**src/inc/gpio_port_pkg.sv**
```systemverilog
// Shared constants and types for the eight-pin port with bit read-modify-write support.
package gpio_port_pkg;
    localparam int unsigned ADDR_W = 12;
    localparam logic [11:0] OFF_DATA = 12'h000;
    localparam logic [11:0] OFF_DIR = 12'h004;
    localparam logic [11:0] OFF_CMD = 12'h008;
    localparam logic [11:0] OFF_STATUS = 12'h00c;
    localparam logic [7:0] LATCH_RESET = 8'h00;
    localparam logic [7:0] DIR_RESET = 8'h00;
    localparam logic [7:0] DIR_READ_VALUE = 8'hff;
    localparam int unsigned CMD_IDX_LSB = 0;
    localparam int unsigned CMD_SET_BIT = 3;
    localparam int unsigned CMD_DIR_BIT = 4;
    localparam int unsigned STATUS_BUSY_BIT = 0;
    localparam logic [31:0] RDATA_RESET = 32'h0000_0000;

    typedef enum logic [1:0] {
        RMW_IDLE,
        RMW_READ,
        RMW_WRITE
    } rmw_state_t;
endpackage : gpio_port_pkg

```
**src/inc/rmw_if.sv**
```systemverilog
// Carrier between the port core and its bit read-modify-write sequencer.
`timescale 1ns/10ps
`default_nettype none
interface rmw_if;
    logic start;
    logic set_bit;
    logic [2:0] bit_idx;
    logic to_dir;
    logic [7:0] data_view;
    logic busy;
    logic wr_en;
    logic wr_to_dir;
    logic [7:0] wr_byte;

    modport core (
        output start,
        output set_bit,
        output bit_idx,
        output to_dir,
        output data_view,
        input busy,
        input wr_en,
        input wr_to_dir,
        input wr_byte
    );
    modport engine (
        input start,
        input set_bit,
        input bit_idx,
        input to_dir,
        input data_view,
        output busy,
        output wr_en,
        output wr_to_dir,
        output wr_byte
    );
endinterface : rmw_if
`default_nettype wire

```
**src/design/gpio_port_bit_rmw.sv**
```systemverilog
// Eight-pin general purpose port with APB registers and a bit read-modify-write sequencer.
//
// The register addresses and register access over APB were chosen for this implementation.
`timescale 1ns/10ps
`default_nettype none
module gpio_port_bit_rmw (
    input wire logic pclk,
    input wire logic presetn,
    input wire logic psel,
    input wire logic penable,
    input wire logic pwrite,
    input wire logic [11:0] paddr,
    input wire logic [31:0] pwdata,
    input wire logic [3:0] pstrb,
    output logic [31:0] prdata,
    output logic pready,
    output logic pslverr,
    input wire logic [7:0] pin_in,
    output logic [7:0] pin_out,
    output logic [7:0] pin_oe
);
    typedef struct packed {
        logic [7:0] latch;
        logic [7:0] dir;
        logic [31:0] rdata;
    } port_t;

    port_t st_ff;
    port_t nxt_st;
    rmw_if rmw ();

    logic access;
    logic done;
    logic hit_data;
    logic hit_dir;
    logic hit_cmd;
    logic hit_status;
    logic mapped;
    logic [7:0] cur_view;
    logic wr_ok;

    // Bus accesses wait while the sequencer owns the port, so its write-back never meets a bus write.
    assign access = psel && penable;
    assign pready = access && !rmw.busy;
    assign done = pready;
    assign hit_data = paddr == gpio_port_pkg::OFF_DATA;
    assign hit_dir = paddr == gpio_port_pkg::OFF_DIR;
    assign hit_cmd = paddr == gpio_port_pkg::OFF_CMD;
    assign hit_status = paddr == gpio_port_pkg::OFF_STATUS;
    assign mapped = hit_data || hit_dir || hit_cmd || hit_status;
    assign pslverr = done && !mapped;
    assign wr_ok = done && pwrite && pstrb[0];

    // Per pin read view: an output shows its latch bit, an input shows the pin level.
    for (genvar n = 0; n < 8; n++) begin : g_view
        assign cur_view[n] = st_ff.dir[n] ? st_ff.latch[n] : pin_in[n];
    end

    assign rmw.data_view = cur_view;
    // The sequencer reads through the shared view on purpose, so input-pin latch bits take the pin levels.
    assign rmw.start = wr_ok && hit_cmd;
    assign rmw.set_bit = pwdata[gpio_port_pkg::CMD_SET_BIT];
    assign rmw.bit_idx = pwdata[gpio_port_pkg::CMD_IDX_LSB +: 3];
    assign rmw.to_dir = pwdata[gpio_port_pkg::CMD_DIR_BIT];

    always_comb begin
        nxt_st = st_ff;
        if (wr_ok) begin
            if (hit_data) begin
                nxt_st.latch = pwdata[7:0];
            end
            if (hit_dir) begin
                nxt_st.dir = pwdata[7:0];
            end
        end
        if (rmw.wr_en) begin
            if (rmw.wr_to_dir) begin
                nxt_st.dir = rmw.wr_byte;
            end else begin
                nxt_st.latch = rmw.wr_byte;
            end
        end
        // The view is taken from the values after this edge, so a read never returns a stale latch.
        // A status read that waited on the sequencer may still show busy, since the word is taken an edge early.
        if (psel && !pwrite) begin
            if (hit_data) begin
                nxt_st.rdata = {24'h000000, (nxt_st.dir & nxt_st.latch) | (~nxt_st.dir & pin_in)};
            end else if (hit_dir) begin
                nxt_st.rdata = {24'h000000, gpio_port_pkg::DIR_READ_VALUE};
            end else if (hit_status) begin
                nxt_st.rdata = {31'h00000000, rmw.busy};
            end else begin
                nxt_st.rdata = gpio_port_pkg::RDATA_RESET;
            end
        end
    end

    always_ff @(posedge pclk or negedge presetn) begin
        if (!presetn) begin
            st_ff.latch <= gpio_port_pkg::LATCH_RESET;
            st_ff.dir <= gpio_port_pkg::DIR_RESET;
            st_ff.rdata <= gpio_port_pkg::RDATA_RESET;
        end else begin
            st_ff <= nxt_st;
        end
    end

    bit_rmw_engine u_engine (
        .pclk(pclk),
        .presetn(presetn),
        .rmw(rmw.engine)
    );

    assign prdata = st_ff.rdata;
    assign pin_out = st_ff.latch;
    assign pin_oe = st_ff.dir;

    data_read_view_a: assert property (@(posedge pclk) disable iff (!presetn)
        (psel && !pwrite && hit_data) |=>
        (prdata[7:0] == ((st_ff.dir & st_ff.latch) | (~st_ff.dir & $past(pin_in)))))
        else $error("Data read does not mix pin levels and latch by direction.");

    latch_read_view_a: assert property (@(posedge pclk) disable iff (!presetn)
        (psel && !pwrite && hit_data) |=>
        ((prdata[7:0] & st_ff.dir) == (st_ff.latch & st_ff.dir)) && (prdata[31:8] == 24'h000000))
        else $error("Output pin bits did not read back the latch.");

    dir_reads_ones_a: assert property (@(posedge pclk) disable iff (!presetn)
        (done && !pwrite && hit_dir) |-> (prdata == 32'h0000_00ff))
        else $error("Direction register read did not return all ones.");

    latch_write_a: assert property (@(posedge pclk) disable iff (!presetn)
        (done && pwrite && hit_data && pstrb[0]) |=> (st_ff.latch == $past(pwdata[7:0])))
        else $error("Data write did not store all eight latch bits.");

    pin_follows_a: assert property (@(posedge pclk) disable iff (!presetn)
        (done && pwrite && hit_data && pstrb[0]) |=> ((pin_out & pin_oe) == ($past(pwdata[7:0]) & pin_oe)))
        else $error("Output pins did not follow the written latch.");

    dir_drives_oe_a: assert property (@(posedge pclk) disable iff (!presetn)
        (done && pwrite && hit_dir && pstrb[0]) |=> (pin_oe == $past(pwdata[7:0])))
        else $error("Direction write did not set pin drivers.");

    rmw_data_writeback_a: assert property (@(posedge pclk) disable iff (!presetn)
        (rmw.wr_en && !rmw.wr_to_dir) |=> (st_ff.latch == $past(rmw.wr_byte)) && $stable(st_ff.dir))
        else $error("Sequencer write-back did not land in the latch alone.");

    shared_addr_a: assert property (@(posedge pclk) disable iff (!presetn)
        (done && pwrite && hit_data && pstrb[0]) |=> $stable(st_ff.dir))
        else $error("Data address write touched the direction register.");

    stall_busy_a: assert property (@(posedge pclk) disable iff (!presetn)
        rmw.busy |-> !pready)
        else $error("Bus access completed while the sequencer was busy.");

    dir_keeps_latch_a: assert property (@(posedge pclk) disable iff (!presetn)
        (wr_ok && hit_dir) |=>
        $stable(st_ff.latch))
        else $error("Direction write changed the output latch.");

    strobe_drop_a: assert property (@(posedge pclk) disable iff (!presetn)
        (done && pwrite && !pstrb[0]) |=>
        ($stable(st_ff.latch) && $stable(st_ff.dir)))
        else $error("Write without byte strobe changed a register.");

    rmw_dir_writeback_a: assert property (@(posedge pclk) disable iff (!presetn)
        (rmw.wr_en && rmw.wr_to_dir) |=>
        ((st_ff.dir == $past(rmw.wr_byte)) && $stable(st_ff.latch)))
        else $error("Sequencer write-back did not land in the direction register alone.");

    cmd_defers_write_a: assert property (@(posedge pclk) disable iff (!presetn)
        (done && pwrite && hit_cmd) |=>
        ($stable(st_ff.latch) && $stable(st_ff.dir)))
        else $error("Command write changed a register before the read step.");

    input_bits_live_a: assert property (@(posedge pclk) disable iff (!presetn)
        (psel && !pwrite && hit_data) |=>
        (((prdata[7:0] ^ $past(pin_in)) & ~st_ff.dir) == 8'h00))
        else $error("Input pin bits did not read back the pin level.");

    upper_bits_zero_a: assert property (@(posedge pclk) disable iff (!presetn)
        (psel && !pwrite) |=>
        (prdata[31:8] == 24'h000000))
        else $error("Read data carried bits above the eight port bits.");

    unmapped_write_a: assert property (@(posedge pclk) disable iff (!presetn)
        (done && pwrite && !mapped) |=>
        ($stable(st_ff.latch) && $stable(st_ff.dir)))
        else $error("Write to an unmapped address changed a register.");

    dir_setup_read_a: assert property (@(posedge pclk) disable iff (!presetn)
        (psel && !pwrite && hit_dir) |=>
        (prdata == {24'h000000, gpio_port_pkg::DIR_READ_VALUE}))
        else $error("Direction read word was not all ones.");

    status_read_a: assert property (@(posedge pclk) disable iff (!presetn)
        (psel && !pwrite && hit_status) |=>
        (prdata == {31'h0, $past(rmw.busy)}))
        else $error("Status read did not return the sequencer busy bit.");

    cmd_reads_zero_a: assert property (@(posedge pclk) disable iff (!presetn)
        (psel && !pwrite && hit_cmd) |=>
        (prdata == 32'h0000_0000))
        else $error("Command address did not read as zero.");

    unmapped_read_a: assert property (@(posedge pclk) disable iff (!presetn)
        (psel && !pwrite && !mapped) |=>
        (prdata == gpio_port_pkg::RDATA_RESET))
        else $error("Unmapped read did not return zero.");

    cover_read_mixed: cover property (@(posedge pclk) disable iff (!presetn)
        done && !pwrite && hit_data && (st_ff.dir != 8'h00) && (st_ff.dir != 8'hff));
    cover_dir_read: cover property (@(posedge pclk) disable iff (!presetn)
        done && !pwrite && hit_dir);
    cover_stalled_access: cover property (@(posedge pclk) disable iff (!presetn)
        access && rmw.busy);
endmodule : gpio_port_bit_rmw
`default_nettype wire

```
**src/design/bit_rmw_engine.sv**
```systemverilog
// Sequencer that reads a port byte, changes one bit and writes the byte back.
`timescale 1ns/10ps
`default_nettype none
module bit_rmw_engine (
    input wire logic pclk,
    input wire logic presetn,
    rmw_if.engine rmw
);
    typedef struct packed {
        gpio_port_pkg::rmw_state_t state;
        logic set_bit;
        logic [2:0] idx;
        logic to_dir;
        logic [7:0] byte_val;
    } eng_t;

    eng_t st_ff;
    eng_t nxt_st;
    logic [7:0] read_byte;

    // The direction register cannot be read back, so its read view is all ones, as software would see.
    assign read_byte = st_ff.to_dir ? gpio_port_pkg::DIR_READ_VALUE : rmw.data_view;

    always_comb begin
        nxt_st = st_ff;
        case (st_ff.state)
            gpio_port_pkg::RMW_IDLE: begin
                if (rmw.start) begin
                    nxt_st.state = gpio_port_pkg::RMW_READ;
                    nxt_st.set_bit = rmw.set_bit;
                    nxt_st.idx = rmw.bit_idx;
                    nxt_st.to_dir = rmw.to_dir;
                end
            end
            gpio_port_pkg::RMW_READ: begin
                nxt_st.byte_val = read_byte;
                nxt_st.byte_val[st_ff.idx] = st_ff.set_bit;
                nxt_st.state = gpio_port_pkg::RMW_WRITE;
            end
            gpio_port_pkg::RMW_WRITE: begin
                nxt_st.state = gpio_port_pkg::RMW_IDLE;
            end
            default: begin
                nxt_st.state = gpio_port_pkg::RMW_IDLE;
            end
        endcase
    end

    always_ff @(posedge pclk or negedge presetn) begin
        if (!presetn) begin
            st_ff <= '0;
        end else begin
            st_ff <= nxt_st;
        end
    end

    assign rmw.busy = st_ff.state != gpio_port_pkg::RMW_IDLE;
    assign rmw.wr_en = st_ff.state == gpio_port_pkg::RMW_WRITE;
    assign rmw.wr_to_dir = st_ff.to_dir;
    assign rmw.wr_byte = st_ff.byte_val;

    rmw_one_bit_a: assert property (@(posedge pclk) disable iff (!presetn)
        (st_ff.state == gpio_port_pkg::RMW_READ) |=>
        (((rmw.wr_byte ^ $past(read_byte)) & ~(8'h01 << st_ff.idx)) == 8'h00)
        && (rmw.wr_byte[st_ff.idx] == st_ff.set_bit))
        else $error("Sequencer changed a bit other than the addressed one.");

    rmw_latency_a: assert property (@(posedge pclk) disable iff (!presetn)
        (rmw.start && !rmw.busy) |-> ##2 rmw.wr_en ##1 !rmw.busy)
        else $error("Read-modify-write did not write back two cycles after start.");

    cover_set_data: cover property (@(posedge pclk) disable iff (!presetn)
        rmw.start && !rmw.busy && rmw.set_bit && !rmw.to_dir);
    cover_clr_dir: cover property (@(posedge pclk) disable iff (!presetn)
        rmw.start && !rmw.busy && !rmw.set_bit && rmw.to_dir);
endmodule : bit_rmw_engine
`default_nettype wire

```
**config.mk**
```make
export PLATFORM = sky130hd
export DESIGN_NAME = gpio_port_bit_rmw
export DESIGN_NICKNAME = d
export VERILOG_FILES = /design/src/inc/gpio_port_pkg.sv /design/src/inc/rmw_if.sv /design/src/design/gpio_port_bit_rmw.sv /design/src/design/bit_rmw_engine.sv
export SDC_FILE = /design/constraint.sdc
export NUM_CORES = 1
export LEC_CHECK = 0
export BUFFER_PORTS_ARGS = -buffer_cell sky130_fd_sc_hd__buf_2
export CORE_MARGIN = 2
export CORE_UTILIZATION = 30
export DETAILED_ROUTE_END_ITERATION = 7
export PLACE_DENSITY_LB_ADDON = 0.08
export SYNTH_ARGS = -nofsm -noshare
export SYNTH_HDL_FRONTEND = slang
export SYNTH_SLANG_ARGS = --single-unit
export TNS_END_PERCENT = 20
```
**constraint.sdc**
```tcl
create_clock -name pclk -period 1.9 [get_ports pclk]
set_input_delay 0.095 -clock pclk [delete_from_list [all_inputs] [get_ports pclk]]
set_output_delay 0.095 -clock pclk [all_outputs]
set_load 0.005 [all_outputs]
```
Word-level counts from Yosys, hierarchy flattened
Cells that the tools add are included.

Word-level logic and storage cells: 61. Output and inout bits: 50. Bits in registers: 63. Input bits: 61.

Magnitude comparators: 2. Bitwise gates (word level): 4. Equality and inequality tests: 6. Reductions and logical operators: 18. Multiplexer cells: 23.

Operators by type and width (count): 8-bit two-way mux (7); 16-bit two-way mux (2); 12-bit by 4-bit == test with 1-bit output, second input constant (2); 8-bit bitwise AND (2); 12-bit by 3-bit == test with 1-bit output, second input constant (1); 12-bit logical NOT (1); 1-bit two-way mux (10); 8-bit bitwise mux (1); 1-bit logical AND (8); 8-bit inverter (1); 8-bit bitwise OR (1); 7-bit two-way mux (1); 3-bit by 4-bit less-than comparator with 1-bit output, second input constant (1); 2-bit case mux with 2 select lines (1); 1-bit demux with 3-bit select (1); 3-bit by 1-bit greater-or-equal comparator with 1-bit output, second input constant (1); 1-bit logical NOT (3); 1-bit logical OR (3); 2-bit by 1-bit == test with 1-bit output, second input constant (1); 2-bit == test, second input constant (1); 2-bit logical NOT (1); 2-bit != test, second input constant (1); 2-bit AND reduction (1); 2-bit nonzero test (1).

Logic depth before layout (Yosys ltp)
Depth in word-level cells: 12. Depth in mapped cells: 8. Depth with buffers taken out: 6.

Modules after synthesis
A second synthesis with hierarchy kept.

Cell total of the unflattened synthesis: 275. Area, all modules: 2517.4 µm².

By module, submodules not included: gpio_port_bit_rmw (area an instance 1669.1 µm², sequential area each 600.6 µm², instances 1, cells an instance 194); bit_rmw_engine (area an instance 848.3 µm², sequential area each 375.4 µm², instances 1, cells an instance 81).

Least setup slack after synthesis
Ideal clock, no wire load.

Path kind: register to register. From: register u_engine.st_ff[13] in the netlist's numbering. To: register st_ff (netlist bit prdata[0]). Path buffers: 2. Library setup time: 0.125 ns. Data required time: 1.775 ns. Stages on the path, launching flop included: 9. Path slack: 0.129 ns. Clock period less this slack: 1.771 ns. Arrival: 1.647 ns. Path through: dfrtp_1 -> and4bb_1 -> and3_1 -> buf_6 -> buf_8 -> nand3_2 -> a31oi_2 -> mux2i_1 -> a21oi_1.

RTL lines: from (decl) (RTL line bit_rmw_engine.sv:17) `eng_t st_ff;`; from (signal assigned) (RTL line bit_rmw_engine.sv:53) `st_ff <= nxt_st;`; to (signal assigned) (RTL line gpio_port_bit_rmw.sv:104) `st_ff <= nxt_st;`; to (decl) (RTL line gpio_port_bit_rmw.sv:28) `port_t st_ff;`.

==> metrics.cfg <==
[clocking]
clockBufferDepth=2
cts_buffers=5
htreeDepth=2
clock-root-buffer=clkbuf_8
cts_tree=yes
clk_latency_ps=290
cts.sinks=39
clkTransAtPathRegs_ps=80

[power]
p_per_area_mw_per_mm2=553
swShare=0.254
p_int_w=0.00126
peakVddDrop_v=0.000247
leakagePower_nw=1.37
power.switching_w=0.000431
pwr-share-seq=0.507
clkPwrFrac=0.376
p_comb_frac=0.117

[timing]
rsz0062_at_grt=yes
setup_viol=0
finalHoldViolCount=0
setup_tns_ps=0
layout_min_cycle_time_ps=1820
period_share=0.960
max_slew_margin=0.632
fin_worst_skew_ps=4.90
max_freq_ghz=0.548
max_slew.worst_pin.slew_ps=552
maxSlewViolCount=0
hold_ws_ps=76.9

[worst_setup_path]
required_ps=2100
arrival_ps=2020
worstSetupPathType=register to register
cp_max_fo=17
cp-end-kind=register
startpoint_type=register

[logic_synthesis]
yosysWarnings=0
synth_area_mm2=0.00238
syn_inst=260
synth_seq_cells=39
synth_cell_types=38
yosysSeqAreaShare=0.410
syn-mean-instance-area_um2=9.16

[global_routing]
grt_util_all_layers=0.164
grt_max_degree=40
grt_pass1_wl_mm=10.9
first_global_vias=2025
antenna_found_initial=0
grt_overflow=0

[route]
wire_per_inst_um=16.1
initialDrtViolationCount=98
via_per_inst=4.92
ant_nets=0
first_pass_iters=4
vias=2115
wl_mm=6.90
route.detailed.drc=0

[layout]
nets=388
drive_gt1_frac=0.363
finish.instance_area_mm2=0.00307
utilization=0.397
syn2layout_area_growth_pct=28.7
num_antenna_cells=0
n_fill_cell=809

[placement]
port-buffer-count=59
gp_congestion=0.758
dp_hpwl_mm=5.00
dpl_cell_area_mm2=0.00280

[die]
fp-row-count=32
initial_core_util=0.308
die_x_um=93.1
die_h_um=93.1
ios=111
dieArea_mm2=0.00867
coreArea_mm2=0.00773

[status]
status=finished clean

[flow_run]
maxCapViolations=0

[hold_path]
worstHoldPathType=primary input to register

per-layer routing:
metal,part of all wire,GRT usage
met4,0.0078,0.0368
met2,0.45,0.243
met3,0.052,0.0306
met1,0.49,0.247
met5,0,0
power by group through the flow:
| stage | combinational [W] | sequential, W | clock, W |
|---|---|---|---|
| 5_1_grt | 0.000228 | 0.000862 | 0.000698 |
| 2_1_floorplan | 0.000118 | 0.000877 | 0 |
| 3_5_place_dp | 0.000194 | 0.000875 | 0 |
| 6_report | 0.000198 | 0.000859 | 0.000637 |
| 4_1_cts | 0.000197 | 0.000859 | 0.000658 |
| 3_3_place_gp | 0.000193 | 0.000875 | 0 |
sequential cells by signal, summed over array words and instances (netlist names):
name	cells
u_engine.st_ff	6
u_engine.rmw.wr_to_dir	1
pin_out	8
pin_oe	8
u_engine.rmw.wr_byte	8
prdata	8
worst max-delay path: stages, from the launching register on:
cell      delay [ps]
dfrtp_1          410
and4bb_2         340
and3_4           200
buf_12           140
nand3_1          130
a31oi_4          230
nand2_1           80
o31ai_1          200
path summary, 6_finish.rpt:
kind / from / endpoint / slack, ps / cells after the start
worst min-delay path: pwdata[4] / u_engine.rmw.wr_to_dir / 80 / 2
min in group asynchronous: presetn / pin_oe[2] / 400 / 3
max in group asynchronous: presetn / u_engine.rmw.wr_byte[6] / 1130 / 3
worst max register to register: u_engine.st_ff[13] / prdata[6] / 80 / 7
worst min register to register: u_engine.rmw.wr_byte[3] / u_engine.rmw.wr_byte[3] / 530 / 2
worst max-delay path: u_engine.st_ff[13] / prdata[6] / 80 / 7
through the flow:
step	total power [W]	setup slack (ps)	cells
detailed placement	0.00107	10.9	421
finish	0.00169	75.8	430
global placement	0.00107	9.67	421
CTS	0.00171	5.94	430
floorplan	0.000995	129	283
global route	0.00179	-38.6	430
cell usage in the layout, fill, tap and decap left out, types with 2 or more instances in the layout:
master | synthesis | routed
clkbuf_8 | 0 | 7
mux2i_1 | 9 | 9
a31oi_1 | 15 | 4
buf_2 | 3 | 59
a31oi_4 | 0 | 6
nand3_2 | 2 | 2
a31oi_2 | 1 | 6
nand3_1 | 21 | 21
nand2b_1 | 2 | 2
o31ai_1 | 5 | 4
nand2_1 | 15 | 15
buf_4 | 25 | 12
o21ai_0 | 31 | 29
o31ai_2 | 3 | 4
o21ai_2 | 0 | 6
nor3b_1 | 2 | 2
nor2_1 | 26 | 26
a21oi_1 | 7 | 7
nor2b_1 | 3 | 3
dfrtp_1 | 39 | 39
and4_1 | 2 | 2
buf_12 | 0 | 4
inv_1 | 2 | 2
nand3b_1 | 5 | 5
nor4_4 | 2 | 2
o32a_1 | 7 | 7
conb_1 | 1 | 24
mux2_2 | 5 | 5
synth_stat cells (all sizes together):
master  count  share of area
nor3b       2         0.0063
inv         2         0.0032
nand4       2         0.0079
nand4b      1         0.0063
nor2b       3         0.0079
clkinv      1         0.0016
nand2b      2         0.0053
a31oi      16          0.045
conb        1         0.0016
and4        2         0.0074
o32a        7          0.029
or3b        1         0.0037
and3        2         0.0053
mux2        5          0.024
o21ai      36          0.076
a22oi       1         0.0032
nor4        3          0.020
a21oi       7          0.015
o31ai       8          0.032
dfrtp      39           0.41
clkbuf      9          0.014
nand3      23          0.053
and4bb      1         0.0053
mux2i       9          0.038
nor2       26          0.041
nand2      15          0.024
nand3b      5          0.016
o311a       1         0.0042
buf        30          0.096
logic make-up after synthesis:
logic type / count (synthesis) / share of synthesized area
mux: 14 / 0.0615
compound gates: 76 / 0.203
other cells: 1 / 0.00157
flops: 39 / 0.410
simple gates: 88 / 0.209
buf+inv: 42 / 0.115
final cells by class:
type,instances,area [µm²],area share
timing repair buffer,76,475,0.155
multi-input combinational,202,1370,0.447
sequential,39,976,0.318
clock inverter,1,7.51,0.00245
inverter,3,11.3,0.00367
clock buffer,7,96.3,0.0314
tap,102,128,0.0416
repair_timing:
item / 4_1_cts / 5_1_grt
pin swaps: 0 / 6
endpoints found under the hold margin: 39 / 0
resized for setup: 2 / 26
endpoints found under the setup margin: 2 / 10
hold buffers: 1 / 0
buffers inserted: 0 / 0
Power figures use the tool's default switching activity.
